==> src/addr_match_pkg.sv <==
// Purpose: Shared constants and carriers for the two-wire slave address matcher
// Assumes: Byte-wide own address and mask, open-drain bus pins
// Notes:   Mode codes: bit 0 picks 10-bit addressing, bit 1 adds start/stop events
package addr_match_pkg;

   typedef enum logic [1:0] {
      MODE_SEVEN    = 2'h0,
      MODE_TEN      = 2'h1,
      MODE_SEVEN_SP = 2'h2,
      MODE_TEN_SP   = 2'h3
   } slave_mode_e;

   typedef enum logic [2:0] {
      ST_IDLE  = 3'h0,
      ST_FIRST = 3'h1,
      ST_LOW   = 3'h2,
      ST_DATA  = 3'h3,
      ST_DONE  = 3'h4
   } phase_e;

   localparam logic [4:0] TEN_HIGH_PREFIX = 5'h1E;
   localparam int         MODE_TEN_BIT    = 0;
   localparam int         MODE_SP_BIT     = 1;
   localparam int         TEN_HI_LSB      = 1;
   localparam logic [3:0] BYTE_LAST_BIT   = 4'h8;
   localparam logic [3:0] ACK_SLOT        = 4'h9;
   localparam logic [7:0] OWN_ADDR_RESET  = 8'h00;
   localparam logic [7:0] BUF_RESET       = 8'h00;

   typedef struct packed {
      slave_mode_e slave_mode_select;
      logic        address_hold_enable;
      logic        data_hold_enable;
      logic        software_nack;
      logic [7:0]  address_mask;
   } ctrl_s;

   typedef struct packed {
      logic port_interrupt_flag;
      logic update_address_flag;
      logic buffer_full_flag;
      logic receive_overflow_flag;
      logic acknowledge_time_flag;
      logic transmit_ready;
   } status_s;

endpackage : addr_match_pkg

==> src/i2c_slave_address_match.sv <==
// Purpose: Slave address recognition and byte intake for a two-wire bus port
// Assumes: Bus pins are asynchronous and sampled by clock; bus clock far below 125 MHz
// Notes:   Data transmit after a read request is outside this block; only readiness is flagged
//
// Functional notes
// - Four modes: 7-bit or 10-bit, events optional
// - Event modes flag start, restart and stop
// - Compare first byte after any start
// - Match with free buffer loads it and raises interrupt
// - First-byte mismatch goes idle with no visible effect
// - 7-bit compare ignores direction bit
// - 10-bit high byte is 11110, two address bits, 0
// - High byte ack sets update flag, stretches
// - Low byte compares all eight bits
// - Low byte always flags and keeps stretching
// - Own address write clears update flag
// - Restart with read bit starts a read
// - 10-bit read needs full matched pair first
// - Ninth clock is the acknowledge slot
// - Hardware acks when both hold enables clear
// - No ack while buffer full or overflowed
// - Ack-time flag after eighth fall, holds only
`timescale 1ns/1ps
`default_nettype none

module i2c_slave_address_match (
   // Clock, reset, enable
   input  wire logic                   clock,
   input  wire logic                   nrst,
   input  wire logic                   clk_en,
   // Bus pins, open drain
   input  wire logic                   scl_pin,
   output logic                        scl_drive,
   output logic                        scl_oe,
   input  wire logic                   sda_pin,
   output logic                        sda_drive,
   output logic                        sda_oe,
   // Software side
   input  wire addr_match_pkg::ctrl_s  ctrl,
   input  wire logic                   own_address_we,
   input  wire logic [7:0]             own_address_wdata,
   input  wire logic                   interrupt_clear,
   input  wire logic                   buffer_read,
   input  wire logic                   overflow_clear,
   output logic [7:0]                  own_address_reg,
   output logic [7:0]                  receive_buffer_reg,
   output var addr_match_pkg::status_s status
);

   typedef struct packed {
      logic [1:0]              scl_sync;
      logic [1:0]              sda_sync;
      logic                    scl_d;
      logic                    sda_d;
      addr_match_pkg::phase_e  st;
      logic [3:0]              bitcnt;
      logic [7:0]              shift;
      logic                    busy;
      logic                    ten_ok;
      logic                    ack_drv;
      logic                    upd_pend;
      logic                    hold;
      logic [7:0]              own;
      logic [7:0]              rbuf;
      addr_match_pkg::status_s sts;
   } state_s;

   state_s state_reg;
   state_s state_next;

   function automatic logic addr_hit(input logic [7:0] rx, input logic [7:0] ref_addr,
                                     input logic [7:0] mask, input logic skip_lsb);
      logic [7:0] care;
      care = mask;
      if (skip_lsb) begin
         care[0] = 1'b0;
      end
      return ((rx ^ ref_addr) & care) == 8'h00;
   endfunction : addr_hit

   logic scl_s;
   logic sda_s;
   logic scl_rise;
   logic scl_fall;
   logic start_cond;
   logic stop_cond;
   logic ten_mode;
   logic sp_mode;
   logic holds_on;
   logic accept;
   logic [7:0] ten_high;

   assign scl_s      = state_reg.scl_sync[1];
   assign sda_s      = state_reg.sda_sync[1];
   assign scl_rise   = scl_s & ~state_reg.scl_d;
   assign scl_fall   = ~scl_s & state_reg.scl_d;
   assign start_cond = scl_s & state_reg.scl_d & ~sda_s & state_reg.sda_d;
   assign stop_cond  = scl_s & state_reg.scl_d & sda_s & ~state_reg.sda_d;
   assign ten_mode   = ctrl.slave_mode_select[addr_match_pkg::MODE_TEN_BIT];
   assign sp_mode    = ctrl.slave_mode_select[addr_match_pkg::MODE_SP_BIT];
   assign holds_on   = ctrl.address_hold_enable | ctrl.data_hold_enable;
   // A byte is taken only while software has drained the previous one
   assign accept     = ~state_reg.sts.buffer_full_flag & ~state_reg.sts.receive_overflow_flag;
   assign ten_high   = {addr_match_pkg::TEN_HIGH_PREFIX,
                        state_reg.own[addr_match_pkg::TEN_HI_LSB+1 -: 2], 1'b0};

   always_comb begin
      logic hit;
      logic rw;
      logic do_ack;
      hit        = 1'b0;
      rw         = state_reg.shift[0];
      do_ack     = 1'b0;
      state_next = state_reg;
      state_next.scl_sync = {state_reg.scl_sync[0], scl_pin};
      state_next.sda_sync = {state_reg.sda_sync[0], sda_pin};
      state_next.scl_d    = scl_s;
      state_next.sda_d    = sda_s;

      // Software side clears; hardware sets below override them
      if (interrupt_clear) begin
         state_next.sts.port_interrupt_flag = 1'b0;
      end
      if (buffer_read) begin
         state_next.sts.buffer_full_flag = 1'b0;
      end
      if (overflow_clear) begin
         state_next.sts.receive_overflow_flag = 1'b0;
      end
      if (own_address_we) begin
         state_next.own                     = own_address_wdata;
         state_next.sts.update_address_flag = 1'b0;
         state_next.hold                    = 1'b0;
      end

      if (start_cond) begin
         state_next.st      = addr_match_pkg::ST_FIRST;
         state_next.bitcnt  = 4'h0;
         state_next.ack_drv = 1'b0;
         state_next.sts.transmit_ready = 1'b0;
         // A restart keeps the completed 10-bit pair for a later read
         if (!state_reg.busy) begin
            state_next.ten_ok = 1'b0;
         end
         state_next.busy = 1'b1;
         if (sp_mode) begin
            state_next.sts.port_interrupt_flag = 1'b1;
         end
      end else if (stop_cond) begin
         state_next.st      = addr_match_pkg::ST_IDLE;
         state_next.busy    = 1'b0;
         state_next.ten_ok  = 1'b0;
         state_next.ack_drv = 1'b0;
         state_next.sts.transmit_ready = 1'b0;
         if (sp_mode) begin
            state_next.sts.port_interrupt_flag = 1'b1;
         end
      end else if (scl_rise && state_reg.st != addr_match_pkg::ST_IDLE
                   && state_reg.bitcnt < addr_match_pkg::BYTE_LAST_BIT) begin
         state_next.shift  = {state_reg.shift[6:0], sda_s};
         state_next.bitcnt = state_reg.bitcnt + 4'h1;
      end else if (scl_fall && state_reg.bitcnt == addr_match_pkg::BYTE_LAST_BIT) begin
         state_next.bitcnt = addr_match_pkg::ACK_SLOT;
         unique case (state_reg.st)
            addr_match_pkg::ST_FIRST: begin
               if (ten_mode) begin
                  hit = addr_hit(state_reg.shift, ten_high, ctrl.address_mask, 1'b1)
                        && (!rw || state_reg.ten_ok);
               end else begin
                  hit = addr_hit(state_reg.shift, state_reg.own, ctrl.address_mask, 1'b1);
               end
               if (!hit) begin
                  state_next.st = addr_match_pkg::ST_IDLE;
               end else if (rw) begin
                  state_next.st = addr_match_pkg::ST_DONE;
                  state_next.sts.transmit_ready = accept;
               end else if (ten_mode) begin
                  state_next.st       = addr_match_pkg::ST_LOW;
                  state_next.upd_pend = accept;
               end else begin
                  state_next.st = addr_match_pkg::ST_DATA;
               end
            end
            addr_match_pkg::ST_LOW: begin
               hit = addr_hit(state_reg.shift, state_reg.own, ctrl.address_mask, 1'b0);
               // Flag and stretch even on a miss so software reloads the high byte
               state_next.sts.port_interrupt_flag = 1'b1;
               state_next.upd_pend = 1'b1;
               state_next.ten_ok   = hit;
               state_next.st       = hit ? addr_match_pkg::ST_DATA : addr_match_pkg::ST_IDLE;
            end
            addr_match_pkg::ST_DATA: begin
               hit = 1'b1;
            end
            addr_match_pkg::ST_IDLE,
            addr_match_pkg::ST_DONE: begin
               hit = 1'b0;
            end
            default: begin
               state_next.st = addr_match_pkg::ST_IDLE;
            end
         endcase
         if (hit) begin
            if (accept) begin
               state_next.rbuf = state_reg.shift;
               state_next.sts.buffer_full_flag    = 1'b1;
               state_next.sts.port_interrupt_flag = 1'b1;
               // With either hold enabled software picks the answer
               do_ack = holds_on ? ~ctrl.software_nack : 1'b1;
            end else begin
               state_next.sts.receive_overflow_flag = 1'b1;
            end
            if (holds_on) begin
               state_next.sts.acknowledge_time_flag = 1'b1;
            end
         end
         state_next.ack_drv = do_ack;
      end else if (scl_fall && state_reg.bitcnt == addr_match_pkg::ACK_SLOT) begin
         state_next.bitcnt  = 4'h0;
         state_next.ack_drv = 1'b0;
         state_next.sts.acknowledge_time_flag = 1'b0;
         if (state_reg.upd_pend) begin
            state_next.upd_pend = 1'b0;
            state_next.sts.update_address_flag = 1'b1;
            state_next.hold     = 1'b1;
         end
      end
   end

   always_ff @(posedge clock or negedge nrst) begin
      if (!nrst) begin
         state_reg      <= '0;
         state_reg.scl_sync <= 2'h3;
         state_reg.sda_sync <= 2'h3;
         state_reg.scl_d    <= 1'b1;
         state_reg.sda_d    <= 1'b1;
         state_reg.st       <= addr_match_pkg::ST_IDLE;
         state_reg.own      <= addr_match_pkg::OWN_ADDR_RESET;
         state_reg.rbuf     <= addr_match_pkg::BUF_RESET;
      end else if (clk_en) begin
         state_reg <= state_next;
      end
   end

   assign scl_drive          = 1'b0;
   assign scl_oe             = state_reg.hold;
   assign sda_drive          = 1'b0;
   assign sda_oe             = state_reg.ack_drv;
   assign own_address_reg    = state_reg.own;
   assign receive_buffer_reg = state_reg.rbuf;
   assign status             = state_reg.sts;

endmodule : i2c_slave_address_match

`default_nettype wire
==> config.mk <==
export PLATFORM = sky130hd
export DESIGN_NAME = i2c_slave_address_match
export DESIGN_NICKNAME = d
export VERILOG_FILES = /design/src/addr_match_pkg.sv /design/src/i2c_slave_address_match.sv
export SDC_FILE = /design/constraint.sdc
export NUM_CORES = 1
export LEC_CHECK = 0
export ABC_AREA = 0
export CORE_MARGIN = 2
export CORE_UTILIZATION = 28
export DETAILED_ROUTE_END_ITERATION = 8
export DONT_BUFFER_PORTS = 1
export SLEW_MARGIN = 5
export SYNTH_ARGS = -nofsm -noshare
export SYNTH_HDL_FRONTEND = slang
export SYNTH_SLANG_ARGS = --single-unit
==> constraint.sdc <==
create_clock -name clock -period 2.05 [get_ports clock]
set_input_delay 0.3075 -clock clock [delete_from_list [all_inputs] [get_ports clock]]
set_output_delay 0.3075 -clock clock [all_outputs]
set_load 0.01 [all_outputs]
Yosys cells after proc, flatten, opt, wreduce, memory -nomap -nowiden
Cells that the tools add are included.
- output and inout bits: 26
- register bits after elaboration: 48
- eq/ne operators: 16
- bitwise operators: 24
- reductions and logical operators: 33
- multiplexer cells: 88
- $add $sub $neg: 1
- $lt $le $gt $ge: 1
- operator list (kind ; count):
    $mux 1 ; 62
    $and 8x8->8 ; 3
    $logic_not 8->1 ; 3
    $mux 3 ; 8
    $mux 4 ; 6
    $reduce_bool 3->1 ; 6
    $xor 8x8->8 ; 2
    $reduce_and 7->1 ; 2
    $mux 12 ; 1
    $ne 3x3->1 const B ; 4
    $not 1->1 ; 10
    $mux 9 ; 1
    $pmux 3 s3 ; 1
    $reduce_and 9->1 ; 1
    $and 1x1->1 ; 8
    $eq 4x4->1 const B ; 2
    $mux 2 ; 4
    $mux 8 ; 1
    $reduce_and 4->1 ; 2
    $reduce_bool 4->1 ; 2
    $mux 7 ; 1
    $eq 3x2->1 const B ; 2
    $mux 6 ; 1
    $ne 2x2->1 const B ; 3
    19 further kinds ; 27

Logic depth before layout (Yosys ltp)
- depth after elaboration: 26
- mapped depth: 8

Worst setup path after synthesis
Ideal clock, no wire load.
- path type: register to register
- start: register state_reg[40] in the netlist's numbering
- end: register state_reg (netlist bit receive_buffer_reg[0])
- cell stages (with the launch flop): 8
- data required time: 1.925 ns
- setup slack: -0.112 ns
- setup time: 0.125 ns
- data arrival time: 2.037 ns
- cell sequence: dfrtp_1 -> buf_6 -> or3b_4 -> a2111oi_4 -> a31oi_1 -> a21oi_2 -> buf_6 -> mux2_4
- cells in the longest elaborated chain, start to end: 7
- ends and longest elaborated chain (element ; line ; source):
    start, declared ; i2c_slave_address_match.sv:68 ; state_s state_reg;
    start signal, assigned ; i2c_slave_address_match.sv:241 ; state_reg <= state_next;
    $eq 3x2->1 or $eq 3x1->1 (tied branches) ; i2c_slave_address_match.sv:164 ; unique case (state_reg.st)
    $pmux 1 s3 ; i2c_slave_address_match.sv:164 ;
    $mux 1 ; i2c_slave_address_match.sv:162 ; end else if (scl_fall && state_reg.bitcnt == addr_match_pkg::BYTE_LAST_BIT) begin
    $mux 1 ; i2c_slave_address_match.sv:158 ; end else if (scl_rise && state_reg.st != addr_match_pkg::ST_IDLE
    $mux 1 ; i2c_slave_address_match.sv:149 ; end else if (stop_cond) begin
    $mux 1 ; i2c_slave_address_match.sv:136 ; if (start_cond) begin
    $reduce_and 7->1 (no source line) (*) ; - ;
Mark *: on every way between the ends. The rest lies on a longest branch, timed or not. The select of a mux whose other input is x is not followed.
A chain may end at the register's enable or synchronous reset.

Worst setup path after layout
- start: register state_reg[41] in the netlist's numbering
- end: register state_reg (netlist bit receive_buffer_reg[3])
The elaborated chain is that of the path after synthesis.

==> reports/metrics.yaml <==
outcome:
  outcome: "complete, but fails checks"
  violations: "setup timing"
timing:
  slew_viol_final: 0
  grt_setup_unrepaired: "yes"
  fin_ws_ns: -0.0472
  setup_viol: 8
  finalCritPeriodShare_pct: 102
  min_period_ns: 2.10
  fmax_mhz: 477
  hold-worst-slack_ns: 0.147
  clock_skew_ns: 0.00892
  max_slew_margin_pct: 64.6
  worstMarginPinSlew_ns: 0.531
  hold_viol_final: 0
floorplan:
  fp.dieW_um: 102
  boundaryPins: 56
  initial_core_util_pct: 28.9
  fp.coreArea_sq_mm: 0.00928
  die_y_um: 102
  die-area_sq_mm: 0.0104
  core.rowCount: 35
worst_setup_path:
  max_stage_delay_ns: 0.42
  rrSetupSlack_ns: -0.05
  worstPathRequired_ns: 2.24
  critPathLaunchType: "flop"
  slowest_stage: "or3b_4"
  path_max_fanout: 4
  reg2reg_depth: 6
  reg2reg_to: "receive_buffer_reg[3]"
  r2r-start: "state_reg[41]"
  critical_path.cell_chain: "or3b_4, a2111oi_4, a31oi_2, a21oi_2, buf_4, mux2_4"
  arrival_ns: 2.29
  path_class: "reg2reg"
  cp-end-kind: "flop"
min_path:
  min_path_cells: 1
  min_to: "own_address_reg[6]"
  hold_start: "own_address_wdata[6]"
  hold_class: "in2reg"
yosys:
  syn_inst: 245
  syn_area_sq_mm: 0.00268
  ys_types: 57
  avgSynthCellArea_sq_um: 10.9
  synth_ff_type: "dfrtp_1"
  synth_edf_count: 0
  async_reset_ff_share_pct: 100
  yosysSeqAreaShare_pct: 45.1
  synth-seq-cells: 48
  yosys_warnings: 0
routing:
  routed-wl-met2_um: 3070
  totalWireLength_um: 6300
  ant_nets: 0
  drt_iter0_drc: 117
  avgRoutedWirePerCell_um: 16.7
  wl_met1_um: 2730
  drt_pass1_iterations: 6
  met3_length_um: 400
  via_per_inst: 4.84
  num_vias: 1823
  drc_errors: 0
  top_layer: "met4"
run:
  drv_cap: 0
layout:
  layout-drive-gt1-share_pct: 30.6
  largest_register_ffs: 20
  utilization_pct: 31.9
  diodes: 0
  finalNetCount: 280
  area_growth_pct: 10.4
  stdcell_area_sq_mm: 0.00296
grt:
  grt_pass1_vias: 1762
  grt_max_degree: 49
  grt_overflow_total: 0
  track_usage_pct: 12.6
  antenna_found_initial: 0
  grt_pass1_wl_um: 9930
cts:
  clk_latency_ns: 0.31
  cts_buffers: 5
  cts_tree: "yes"
  h-tree-depth: 2
  cts_sinks: 48
  cts_buffer_depth: 2
  clkTransAtPathRegs_ns: 0.09
  cts-root-buf: "clkbuf_8"
place:
  hpwl_um: 4780
  gp_congestion: 0.863
  io_buffers: 0
  placed_cell_area_sq_mm: 0.00279
power:
  p_leak_nw: 1.31
  ir_worst_vdd_uv: 398
  powerDensity_mw_per_mm2: 857
-- metal layers --
layer  vias to the layer above  GRT usage [%]
met2                        56           20.4
met3                        14           3.90
li1                        859              -
met5                         -              0
met1                       894           16.1
met4                         0           4.41
-- worst max path at each step --
| stage | startpoint | end | slack (ns) | cells after the start |
|---|---|---|---|---|
| floorplan | state_reg[40] | receive_buffer_reg[0] | -0.02 | 7 |
| global placement | state_reg[39] | receive_buffer_reg[0] | -0.03 | 6 |
| detailed placement | state_reg[39] | receive_buffer_reg[4] | -0.02 | 6 |
| CTS | state_reg[41] | receive_buffer_reg[7] | -0.04 | 6 |
| global route | state_reg[41] | receive_buffer_reg[3] | -0.18 | 6 |
| finish | state_reg[41] | receive_buffer_reg[3] | -0.05 | 6 |
-- cell type report --
| class | count | area [sq um] |
|---|---|---|
| sequential | 48 | 1210 |
| tap | 129 | 161 |
| fill | 981 | 6320 |
| clock buffer | 7 | 86.3 |
| clock inverter | 1 | 7.51 |
| timing repair buffer | 27 | 233 |
| multi-input combinational | 157 | 1230 |
| inverter | 8 | 30.0 |
-- Yosys cell counts (6+ instances only) --
cell       n  share of area [%]
a21oi_1    7                1.3
buf_4     25                7.0
clkbuf_1   6               0.84
dfrtp_1   42                 39
dfstp_2    6                5.9
inv_1      8                1.1
mux2_2    20                8.4
mux2_4     7                3.9
nand2_1   20                2.8
nand3_1    7                1.3
nor2_1     9                1.3
o21ai_1    7                1.3
xor2_1     8                2.6
-- repair_timing --
item,in CTS,in global routing
pin swaps,0,1
setup buffers,0,1
gates cloned,0,0
hold buffers,2,0
resized for setup,2,4
endpoints found under the hold margin,48,0
endpoints found under the setup margin,8,11
-- where the power goes --
group	internal (mW)	switching [mW]	total (mW)
clock	0.275	0.330	0.605
sequential	1.09	0.152	1.24
combinational	0.339	0.350	0.689
total	1.70	0.832	2.54
-- cell usage in the layout (no fill, tap or decap), types with 3 or more instances in the layout --
| master | n |
|---|---|
| xor2_1 | 8 |
| nand4_1 | 4 |
| nand2_1 | 20 |
| mux2_2 | 20 |
| ha_1 | 3 |
| nor2b_1 | 3 |
| dfstp_2 | 6 |
| o21ai_1 | 7 |
| mux2_4 | 8 |
| nor3_1 | 4 |
| dfrtp_1 | 42 |
| and3_1 | 4 |
| nand3_1 | 7 |
| nor2_1 | 9 |
| o211ai_1 | 4 |
| a21o_1 | 3 |
| o21ai_0 | 3 |
| inv_1 | 8 |
| clkbuf_8 | 6 |
| buf_4 | 23 |
| o21a_1 | 3 |
| a21oi_1 | 6 |
-- cell families after synthesis --
family	Yosys count	synth area share (%)
fa+ha+maj	3	1.40
flops	48	45.1
simple gates	65	13.6
xor+xnor	10	3.27
buf+inv	41	9.80
other cells	1	0.140
mux	30	13.5
compound gates	47	13.3
-- stage by stage --
step	power, mW	setup slack (ns)	TNS, ns	std cells
after floorplan	1.74	-0.0246	-0.172	246
after global placement	1.91	-0.0350	-0.210	366
after detailed placement	1.91	-0.0166	-0.0736	366
after CTS	2.55	-0.0374	-0.188	376
after global routing	2.68	-0.177	-1.48	377
final	2.54	-0.0472	-0.250	377
-- critical path: cells and delay by family, from the launching register on --
family	cells	cell delay [ns]
AOI/OAI and AO/OA	3	0.70
and+or+nand+nor	1	0.42
DFF	1	0.40
muxes	1	0.30
buffers and inverters	1	0.17
Note: power is estimated with default switching activity, not from simulation.
